$ cat config.mk
export PLATFORM = sky130hd
export DESIGN_NAME = aac_top
export DESIGN_NICKNAME = d
export VERILOG_FILES = /design/src/design/aac_pkg.sv /design/src/design/aac_scale.sv /design/src/design/aac_top.sv
export VERILOG_INCLUDE_DIRS = /design/src /design/src/design
export SDC_FILE = /design/constraint.sdc
export NUM_CORES = 1
export LEC_CHECK = 0
export BUFFER_PORTS_ARGS = -buffer_cell sky130_fd_sc_hd__buf_4
export CAP_MARGIN = 20
export CORE_MARGIN = 1
export CORE_UTILIZATION = 60
export DETAILED_ROUTE_END_ITERATION = 8
export GPL_TIMING_DRIVEN = 0
export PLACE_DENSITY = 0.81
export SLEW_MARGIN = 0
export SYNTH_ARGS = -nofsm -noshare
export SYNTH_HDL_FRONTEND = slang
export SYNTH_SLANG_ARGS = --single-unit
$ cat constraint.sdc
create_clock -name pclk -period 8.3 [get_ports pclk]
set_input_delay 1.66 -clock pclk [delete_from_list [all_inputs] [get_ports pclk]]
set_output_delay 1.66 -clock pclk [all_outputs]
set_load 0.01 [all_outputs]
$ cat src/design/aac_consts.svh
// constants for the accumulate and average converter control
`ifndef AAC_CONSTS_SVH
`define AAC_CONSTS_SVH

// register byte offsets on the apb side
`define AAC_OFS_CTRL 8'h00
`define AAC_OFS_SAMP 8'h04
`define AAC_OFS_AVG 8'h08
`define AAC_OFS_TRIG 8'h0c
`define AAC_OFS_RESULT 8'h10
`define AAC_OFS_FLAG 8'h14
`define AAC_OFS_MASK 8'h18

// control register bit positions
`define AAC_CTRL_EN 0
`define AAC_CTRL_FREE 1
`define AAC_CTRL_EVS 2
`define AAC_CTRL_MULTI 3
`define AAC_CTRL_RES_LO 4
`define AAC_CTRL_RES_HI 5

// average control field positions
`define AAC_AVG_CODE_LO 0
`define AAC_AVG_CODE_HI 3
`define AAC_AVG_ADJ_LO 4
`define AAC_AVG_ADJ_HI 6

// sampling length field and trigger bit
`define AAC_SAMP_LEN_HI 5
`define AAC_TRIG_START 0

// flag and mask bit positions
`define AAC_FLAG_RDY 0
`define AAC_FLAG_OVR 1

// widths and limits
`define AAC_ADC_W 12
`define AAC_SUM_W 22
`define AAC_CNT_W 11
`define AAC_RES_W 16
`define AAC_MAX_CODE 10
`define AAC_AUTO_BASE 4

// reset values
`define AAC_RESSEL_RST 2'h0
`define AAC_SAMPLEN_RST 6'h00

`endif

$ cat src/design/aac_pkg.sv
// types shared by the converter control files
`include "aac_consts.svh"

package aac_pkg;

  // sequencer states, one-hot
  typedef enum logic [2:0] {
    ST_IDLE = 3'b001,
    ST_SAMP = 3'b010,
    ST_CONV = 3'b100
  } aac_state_t;

  // whole state of the control block
  typedef struct packed {
    aac_state_t st;
    logic en;
    logic free;
    logic evs;
    logic multi;
    logic [1:0] ressel;
    logic [5:0] samplen;
    logic [3:0] code;
    logic [2:0] adj;
    logic pend;
    logic [5:0] samp_cnt;
    logic [`AAC_SUM_W-1:0] sum;
    logic [`AAC_CNT_W-1:0] cnt;
    logic [`AAC_RES_W-1:0] result;
    logic unread;
    logic [1:0] flags;
    logic [1:0] mask;
    logic [31:0] prdata;
    logic pready;
    logic pslverr;
    logic irq;
    logic sample;
    logic convert;
  } aac_regs_t;

endpackage

$ cat src/design/aac_scale.sv
// sample count decode and final right shift of the running sum
`timescale 1ns/1ps
`include "aac_consts.svh"

module aac_scale (
  input wire logic [`AAC_SUM_W-1:0] sum,
  input wire logic [3:0] code,
  input wire logic [2:0] adj,
  output logic [`AAC_CNT_W-1:0] nsamp,
  output logic [`AAC_RES_W-1:0] res
);

  logic [3:0] k; // effective count code
  logic [3:0] auto_sh; // automatic shift
  logic [3:0] total; // automatic plus adjustment
  logic [`AAC_SUM_W-1:0] shifted;

  // decode code, fold reserved codes to one sample
  always_comb begin
    if (code > 4'(`AAC_MAX_CODE)) begin
      k = 4'h0;
      auto_sh = 4'h0;
      total = 4'h0;
    end else begin
      k = code;
      // above sixteen samples the sum must still fit 16 bits
      auto_sh = (code > 4'(`AAC_AUTO_BASE)) ?
        4'(code - 4'(`AAC_AUTO_BASE)) : 4'h0;
      total = 4'(auto_sh + {1'b0, adj});
    end
    nsamp = `AAC_CNT_W'(1) << k;
    shifted = sum >> total;
    res = shifted[`AAC_RES_W-1:0];
  end

endmodule

$ cat src/design/aac_top.sv
// converter start timing, accumulation and averaging control
// Behaviour
// - start by software bit or enabled event
// - default sampling is first half period
// - sampling phase lengthened by sampling length
// - sum two to the code samples, one sample for reserved codes
// - sum precision grows, unshifted up to sixteen
// - above sixteen shift right by code minus four
// - adjustment shift adds to automatic shift
// - final value written to result register
// - one result per configured sample count
// - ready flag only after full count
// - new result replaces old result
// - unread result overwritten with channels sets overrun
// - free running restarts without trigger
`timescale 1ns/1ps
`include "aac_consts.svh"

module aac_top #(
  parameter int ADC_W = `AAC_ADC_W, // core result width
  parameter int MAX_CODE = `AAC_MAX_CODE // highest count code
) (
  input wire logic pclk,
  input wire logic presetn,
  input wire logic psel,
  input wire logic penable,
  input wire logic pwrite,
  input wire logic [7:0] paddr,
  input wire logic [31:0] pwdata,
  output logic [31:0] prdata,
  output logic pready,
  output logic pslverr,
  input wire logic start_event,
  input wire logic core_valid,
  input wire logic [11:0] core_data,
  output logic sample,
  output logic convert,
  output logic irq
);

  // the struct and the sum are sized for these values only
  generate
    if (ADC_W != `AAC_ADC_W || MAX_CODE != `AAC_MAX_CODE) begin : g_chk
      $error("aac_top: unsupported width or count code");
    end
  endgenerate

  aac_pkg::aac_regs_t r_reg; // registered state
  aac_pkg::aac_regs_t r_next; // next state

  logic acc_wr; // write access phase
  logic acc_rd; // read access phase
  logic setup; // setup phase
  logic [`AAC_SUM_W-1:0] new_sum; // sum with incoming sample
  logic [`AAC_CNT_W-1:0] nsamp; // samples per result
  logic [`AAC_RES_W-1:0] scaled; // shifted final value
  logic fin; // this sample completes the set
  logic trig_wr; // software start written this cycle

  // running sum including the sample now arriving
  assign new_sum = r_reg.sum + `AAC_SUM_W'(core_data);
  assign fin = (r_reg.cnt + `AAC_CNT_W'(1)) == nsamp;

  // count decode and output shift
  aac_scale u_scale (
    .sum(new_sum),
    .code(r_reg.code),
    .adj(r_reg.adj),
    .nsamp(nsamp),
    .res(scaled)
  );

  // bus phase decode; the answer is ready in the first access cycle
  assign setup = psel & ~penable;
  assign acc_wr = psel & penable & pwrite & r_reg.pready;
  assign acc_rd = psel & penable & ~pwrite & r_reg.pready;
  assign trig_wr = acc_wr && paddr == `AAC_OFS_TRIG &&
    pwdata[`AAC_TRIG_START];

  // next state of the whole block
  always_comb begin
    r_next = r_reg;

    // bus answer, prepared during setup
    r_next.pready = setup;
    r_next.pslverr = 1'b0;
    r_next.prdata = 32'h0;
    if (setup) begin
      unique case (paddr)
        `AAC_OFS_CTRL: begin
          r_next.prdata[`AAC_CTRL_EN] = r_reg.en;
          r_next.prdata[`AAC_CTRL_FREE] = r_reg.free;
          r_next.prdata[`AAC_CTRL_EVS] = r_reg.evs;
          r_next.prdata[`AAC_CTRL_MULTI] = r_reg.multi;
          r_next.prdata[`AAC_CTRL_RES_HI:`AAC_CTRL_RES_LO] = r_reg.ressel;
        end
        `AAC_OFS_SAMP: begin
          r_next.prdata[`AAC_SAMP_LEN_HI:0] = r_reg.samplen;
        end
        `AAC_OFS_AVG: begin
          r_next.prdata[`AAC_AVG_CODE_HI:`AAC_AVG_CODE_LO] = r_reg.code;
          r_next.prdata[`AAC_AVG_ADJ_HI:`AAC_AVG_ADJ_LO] = r_reg.adj;
        end
        `AAC_OFS_TRIG: begin
          // trigger reads back as pending start
          r_next.prdata[`AAC_TRIG_START] = r_reg.pend;
        end
        `AAC_OFS_RESULT: begin
          r_next.prdata[`AAC_RES_W-1:0] = r_reg.result;
        end
        `AAC_OFS_FLAG: begin
          r_next.prdata[1:0] = r_reg.flags;
        end
        `AAC_OFS_MASK: begin
          r_next.prdata[1:0] = r_reg.mask;
        end
        default: begin
          // unmapped: error answer, no effect
          r_next.pslverr = 1'b1;
        end
      endcase
    end

    // register writes take effect in the access cycle
    if (acc_wr) begin
      unique case (paddr)
        `AAC_OFS_CTRL: begin
          r_next.en = pwdata[`AAC_CTRL_EN];
          r_next.free = pwdata[`AAC_CTRL_FREE];
          r_next.evs = pwdata[`AAC_CTRL_EVS];
          r_next.multi = pwdata[`AAC_CTRL_MULTI];
          // is kept by software; stored only
          r_next.ressel = pwdata[`AAC_CTRL_RES_HI:`AAC_CTRL_RES_LO];
        end
        `AAC_OFS_SAMP: begin
          r_next.samplen = pwdata[`AAC_SAMP_LEN_HI:0];
        end
        `AAC_OFS_AVG: begin
          r_next.code = pwdata[`AAC_AVG_CODE_HI:`AAC_AVG_CODE_LO];
          // is kept by software choosing this value
          r_next.adj = pwdata[`AAC_AVG_ADJ_HI:`AAC_AVG_ADJ_LO];
        end
        `AAC_OFS_TRIG: begin
          if (pwdata[`AAC_TRIG_START]) begin
            r_next.pend = 1'b1;
          end
        end
        `AAC_OFS_FLAG: begin
          // write one to clear; a same-cycle set below still wins
          r_next.flags = r_reg.flags & ~pwdata[1:0];
        end
        `AAC_OFS_MASK: begin
          r_next.mask = pwdata[1:0];
        end
        default: begin
          // unmapped write ignored
          r_next.pslverr = 1'b0;
        end
      endcase
    end

    // reading the result marks it consumed
    if (acc_rd && paddr == `AAC_OFS_RESULT) begin
      r_next.unread = 1'b0;
    end

    // conversion sequencer
    unique case (r_reg.st)
      aac_pkg::ST_IDLE: begin
        // a request registered one cycle earlier starts here
        if (r_reg.en && (r_reg.pend || r_reg.free)) begin
          r_next.st = aac_pkg::ST_SAMP;
          r_next.pend = 1'b0;
          r_next.samp_cnt = r_reg.samplen;
        end
      end
      aac_pkg::ST_SAMP: begin
        // one pclk is the first half of a conversion period
        if (r_reg.samp_cnt == 6'h00) begin
          r_next.st = aac_pkg::ST_CONV;
        end else begin
          r_next.samp_cnt = r_reg.samp_cnt - 6'h01;
        end
      end
      aac_pkg::ST_CONV: begin
        if (core_valid) begin
          if (fin) begin
            // whole set summed and shifted: publish it
            r_next.result = scaled;
            r_next.sum = `AAC_SUM_W'(0);
            r_next.cnt = `AAC_CNT_W'(0);
            r_next.flags[`AAC_FLAG_RDY] = 1'b1;
            if (r_reg.unread && r_reg.multi) begin
              r_next.flags[`AAC_FLAG_OVR] = 1'b1;
            end
            r_next.unread = 1'b1;
          end else begin
            // partial set: keep summing, no result yet
            r_next.sum = new_sum;
            r_next.cnt = r_reg.cnt + `AAC_CNT_W'(1);
          end
          // free running chains the next conversion at once
          if (r_reg.en && (r_reg.free || r_reg.pend)) begin
            r_next.st = aac_pkg::ST_SAMP;
            r_next.pend = 1'b0;
            r_next.samp_cnt = r_reg.samplen;
          end else begin
            r_next.st = aac_pkg::ST_IDLE;
          end
        end
      end
    endcase

    // new requests land after the sequencer has taken the old one,
    // so a start arriving in the same cycle is not lost
    // start event is honoured only while enabled for it
    if (trig_wr || (start_event && r_reg.evs)) begin
      r_next.pend = 1'b1;
    end

    // disabling aborts the sequence and drops a partial sum
    if (!r_reg.en) begin
      r_next.st = aac_pkg::ST_IDLE;
      r_next.sum = `AAC_SUM_W'(0);
      r_next.cnt = `AAC_CNT_W'(0);
    end

    // pin outputs follow the next state so they come from flops
    r_next.sample = (r_next.st == aac_pkg::ST_SAMP);
    r_next.convert = (r_next.st == aac_pkg::ST_CONV);
    r_next.irq = |(r_next.flags & r_next.mask);
  end

  // state register
  always_ff @(posedge pclk or negedge presetn) begin
    if (!presetn) begin
      r_reg <= '{
        st: aac_pkg::ST_IDLE,
        ressel: `AAC_RESSEL_RST,
        samplen: `AAC_SAMPLEN_RST,
        default: '0
      };
    end else begin
      r_reg <= r_next;
    end
  end

  // ports straight from the state register
  assign prdata = r_reg.prdata;
  assign pready = r_reg.pready;
  assign pslverr = r_reg.pslverr;
  assign sample = r_reg.sample;
  assign convert = r_reg.convert;
  assign irq = r_reg.irq;

  // helper: length of the current sampling phase, for checking only
  logic [6:0] samp_run;
  always_ff @(posedge pclk or negedge presetn) begin
    if (!presetn) begin
      samp_run <= 7'h00;
    end else if (sample) begin
      samp_run <= samp_run + 7'h01;
    end else begin
      samp_run <= 7'h00;
    end
  end
endmodule
# Yosys cells after proc, flatten, opt, wreduce, memory -nomap -nowiden
# Cells that the tools add are included.
[totals]
register_bits = 104
in_bits = 59
out_inout_bits = 37
elab_cells = 115
[classes]
add_sub_neg = 5
magnitude_cmp = 2
eq_ne = 16
shift = 2
n_mux = 37
bitwise = 11
n_reduce_logical = 19
[ops]
columns = ["op", "n"]
rows = [
  ["$mux W33", 2],
  ["$mux W59", 1],
  ["$mux W52", 1],
  ["$eq A8 B5 Y1 const B", 3],
  ["$add A22 B12 Y22", 1],
  ["$shr A22 B4 Y16", 1],
  ["$mux W19", 1],
  ["$pmux W6 S3", 1],
  ["$eq A8 B4 Y1 const B", 2],
  ["$mux W16", 1],
  ["$mux W4", 4],
  ["$pmux W4 S4", 1],
  ["$mux W3", 4],
  ["$add A11 B1 Y11 const B", 1],
  ["$eq A11 B11 Y1", 1],
  ["$shl A1 B4 Y11 const A", 1],
  ["$mux W1", 10],
  ["$reduce_and A2 Y1", 5],
  ["$mux W9", 1],
  ["$pmux W3 S3", 1],
  ["$eq A8 B3 Y1 const B", 1],
  ["$logic_not A8 Y1", 1],
  ["$mux W7", 1],
  ["$pmux W1 S7", 1],
  ["25 further kinds", 45],
]

# Depth between registers and ports, before layout
[logic_depth]
ltp_word = 10
mapped_depth = 16
mapped_depth_nobuf = 14

# Modules after synthesis
# Synthesis repeated with hierarchy kept, for this count alone.
[hier_totals]
cells_unflattened = 869
area_unflattened_um2 = 7868.8
[modules_own_cells]
columns = ["mod", "n_inst", "cells_each", "area_per_inst_um2", "seq_area_each_um2"]
rows = [
  ["aac_top", 1, 624, 6028.3, 2603.7],
  ["aac_scale", 1, 245, 1840.5, 0.0],
]

# Worst setup path after synthesis
# No wires, ideal clock.
[synth_path]
kind = "in2reg"
start = "in core_data[0]"
end = "reg r_reg[45] in the netlist's numbering"
t_arrival_ns = 4.083
path_slack_ns = 4.091
stages = 11
n_path_buf = 0
path_cell_list = "ha_1 -> fa_1 -> a211oi_1 -> o21ai_1 -> and3_1 -> o211a_1 -> xor2_2 -> a22oi_1 -> o211ai_1 -> a211oi_1 -> nor3_1"
[synth_via]
elab_chain_len = 2
[synth_lines]
columns = ["element", "line", "source"]
rows = [
  ["start: declaration", "aac_top.sv:35", "input wire logic [11:0] core_data,"],
  ["$add A22 B12 Y22", "aac_top.sv:61", "assign new_sum = r_reg.sum + `AAC_SUM_W'(core_data);"],
  ["$shr A22 B4 Y16", "aac_scale.sv:32", "shifted = sum >> total;"],
  ["end signal: assignment", "aac_top.sv:237", "r_reg <= '{"],
  ["end signal: assignment", "aac_top.sv:244", "r_reg <= r_next;"],
  ["end: declaration", "aac_top.sv:48", "aac_pkg::aac_regs_t r_reg;"],
]
# Every way passes these cells.
# A chain may end at the register's enable or synchronous reset.

# Worst setup path in the final report
[layout_path]
start = "in core_data[0]"
end = "reg r_reg[44] in the netlist's numbering"
# The elaborated chain is that of the path after synthesis.

==> run metrics <==
proportion of synthesized chip area in sequential cells 0.3437; startpoint type of the worst setup path primary input; end of the critical path r_reg[44]; Hold WS 479.2 ps; final standard cell count with taps included and fillers excluded 1131; Final period util 0.5583; post-CTS setup buffer count 0; antenna violations before repair 0; worst path arrival time 4910 ps; Cell Pwr Density 116.8 nW/µm²; 1st-iter DRT viols 746; f_max 215.8 MHz; final-layout fill cell count 1033; remaining global-route overflow 0; Bufs on Longest Clock Path 2; share of layout cells above drive strength 1 0.1796; post-route setup TNS 0 ps; Setup Crit Path Kind in -> reg; max reg flops 83; ant diodes 0; count of synthesis-stage warnings from yosys 0; area occupied by multi-input gates 4428 µm²; overall power 0.9977 mW; final weighted congestion of routability-driven global placement 0.9520; worst relative slew slack 0.3270; critical path fanouts, max 6; wire length per cell 18.60 µm; Starting Density 0.6228; setup slack after placement 3386 ps; number of sinks driven by the clock tree 104; die height 114.4 µm; global-route wire length before repair 34.59 mm; clock latency on the worst-skew pair 360 ps; total via count in the routed design 7090; die span in x 114.4 µm; category of the worst setup path capture point register; FF-to-FF End r_reg[43]; setup slack after layout 3666 ps; Post-Place Cells 1115; count of unique library cells instantiated by Yosys 84; Inserted Clock Buffers 9; quantity of I/O buffers inserted on ports 53; first-pass detailed-route iteration total 6; IO Count 96; gate count of the mapped netlist 878; Register-to-Register Path Depth 14; worst reg2reg startpoint r_reg[103]; hold violation total from the final report 0; MaxCap Viol Count 0; static leakage power 3.912 nW; max-slew violations 0; detail-routed via count per cell 6.269; measured slew at the worst slew-check pin 996.8 ps; total length of routed wires 21.04 mm; post-synthesis cell area 7575 µm²; die area 13080 µm²; Nets 1040; post-cts gate resize count 0; placed wire-length estimate 15.81 mm; unrepaired setup endpoints after global routing false; cell at the root of the clock tree sky130_fd_sc_hd__clkbuf_16; H-tree Lvls 3; Max VDD drop 0.00009799 V; register-to-register setup slack 4140 ps; number of synthesized flops with an enable pin 0; launching element of the worst setup path core_data[0]; number of cells traversed by the worst hold path 2; final worst clock skew 13.39 ps; hold_buf cts 0; floorplan core area 12160 µm²; clock-pin slew of the registers on the worst-case setup and hold paths 70 ps; hold crit path type reg -> reg; Total Routing Usage GR 0.3428; number of failing setup endpoints in the final timing report 0; storage element area 2604 µm²; per-instance average area after synthesis 8.627 µm²; Residual DRC 0; # rows 40; clock tree from TritonCTS built; post-synthesis register bit count 104; antenna-violating nets left 0; post-layout minimum cycle time 4634 ps; asr flop ratio synth 1.000; pin count of the biggest net entering global routing 70; top library cells by usage in the layout, fill and taps aside sky130_fd_sc_hd__dfrtp_1, sky130_fd_sc_hd__buf_4, sky130_fd_sc_hd__nand2_1, sky130_fd_sc_hd__o21ai_0, sky130_fd_sc_hd__nor2_1; most common library cell in the layout ignoring fill and taps sky130_fd_sc_hd__dfrtp_1; data required time of the critical path 8580 ps; Layout area overhead 12.74%; most frequently used flop master after synthesis sky130_fd_sc_hd__dfrtp_1; number of global-route vias before repair 6490; run status finished, final reports clean
[logic make-up (layout without fill, tap and decap cells)]
kind of cell / Yosys count / in the layout / share of synthesized area
buffers and inverters: 106 / 176 / 0.07912
XOR/XNOR: 26 / 26 / 0.03304
multiplexers: 38 / 38 / 0.05847
other: 1 / 16 / 0.0004951
flip-flops: 104 / 104 / 0.3437
adder cells (fa/ha/maj): 23 / 23 / 0.03997
AO/OA/AOI/OAI: 275 / 275 / 0.2438
AND/OR/NAND/NOR: 305 / 305 / 0.2014
[worst max-delay path, cell delays in order]
cell                       delay, ps
sky130_fd_sc_hd__buf_4           110
sky130_fd_sc_hd__ha_1            220
sky130_fd_sc_hd__fa_1            460
sky130_fd_sc_hd__a211oi_1        310
sky130_fd_sc_hd__o21ai_1         240
sky130_fd_sc_hd__and3_1          310
sky130_fd_sc_hd__o211a_1         280
sky130_fd_sc_hd__xor2_2          340
sky130_fd_sc_hd__o22ai_1         140
sky130_fd_sc_hd__a211oi_1        480
sky130_fd_sc_hd__a21oi_1         210
sky130_fd_sc_hd__o21ai_1         150
[synth_stat cells (4+ instances only)]
cell,count,area share
sky130_fd_sc_hd__buf_2,10,0.0066
sky130_fd_sc_hd__o21ai_1,14,0.0093
sky130_fd_sc_hd__nand2_1,85,0.042
sky130_fd_sc_hd__xnor2_1,15,0.017
sky130_fd_sc_hd__o21ai_0,64,0.042
sky130_fd_sc_hd__nand3_1,40,0.026
sky130_fd_sc_hd__nor3b_1,6,0.0059
sky130_fd_sc_hd__nor2_1,64,0.032
sky130_fd_sc_hd__or3_1,6,0.0050
sky130_fd_sc_hd__clkbuf_1,29,0.014
sky130_fd_sc_hd__o211ai_1,11,0.011
sky130_fd_sc_hd__a211oi_1,21,0.021
sky130_fd_sc_hd__a22oi_1,7,0.0069
sky130_fd_sc_hd__a31oi_1,15,0.012
sky130_fd_sc_hd__xor2_1,9,0.010
sky130_fd_sc_hd__nor4_1,6,0.0050
sky130_fd_sc_hd__a22o_1,14,0.016
sky130_fd_sc_hd__inv_1,20,0.0099
sky130_fd_sc_hd__o2111ai_1,4,0.0046
sky130_fd_sc_hd__or2_2,4,0.0033
sky130_fd_sc_hd__a21o_1,8,0.0079
sky130_fd_sc_hd__and2_1,15,0.012
sky130_fd_sc_hd__nand4_1,9,0.0074
sky130_fd_sc_hd__mux2i_1,6,0.0079
sky130_fd_sc_hd__nor3_1,28,0.018
sky130_fd_sc_hd__a222oi_1,5,0.0066
sky130_fd_sc_hd__buf_6,7,0.010
sky130_fd_sc_hd__a221oi_1,4,0.0046
sky130_fd_sc_hd__buf_4,36,0.036
sky130_fd_sc_hd__o31ai_1,15,0.015
sky130_fd_sc_hd__ha_1,21,0.035
sky130_fd_sc_hd__and3_1,15,0.012
sky130_fd_sc_hd__dfrtp_1,103,0.34
sky130_fd_sc_hd__mux2_2,30,0.045
sky130_fd_sc_hd__a21oi_1,48,0.032
sky130_fd_sc_hd__o211a_1,5,0.0066
sky130_fd_sc_hd__nand2b_1,6,0.0050
sky130_fd_sc_hd__o32ai_1,4,0.0046
[per-stage QoR]
| stage | utilization | area [µm²] |
|---|---|---|
| after floorplan | - | 7631 |
| after global placement | 0.6775 | 8239 |
| after detailed placement | 0.6797 | 8267 |
| after CTS | 0.7022 | 8539 |
| after global routing | 0.7022 | 8539 |
| final | 0.7022 | 8539 |
[metal layers]
layer | up-vias | share of wire | GRT usage
met2 | 304 | 0.44 | 0.5244
li1 | 3380 | - | -
met4 | 0 | 0.021 | 0.09784
met1 | 3372 | 0.47 | 0.5087
met3 | 34 | 0.071 | 0.04500
met5 | - | 0 | 0
[worst min path at each step]
stage	startpoint	end	slack [ps]
final	r_reg[54]	r_reg[54]	480
after global routing	r_reg[114]	r_reg[97]	510
after CTS	r_reg[54]	r_reg[54]	480
after detailed placement	r_reg[53]	prdata[11]	460
after global placement	r_reg[54]	r_reg[54]	460
after floorplan	r_reg[54]	r_reg[54]	440
[layout make-up]
cell class,count,share of cell area
buffer,86,0.06139
clock buffer,10,0.02681
clock inverter,6,0.005128
inverter,20,0.008791
multi-input combinational,683,0.5185
sequential,104,0.3049
tap,168,0.02462
timing repair buffer,54,0.04982
[power breakdown]
part	switching, mW	internal (mW)	total, mW
Sequential	0.00135	0.508	0.509
Combinational	0.0484	0.0324	0.0808
Clock	0.203	0.205	0.408
Total	0.252	0.745	0.998
No activity file was read; power rests on OpenSTA's default activity.
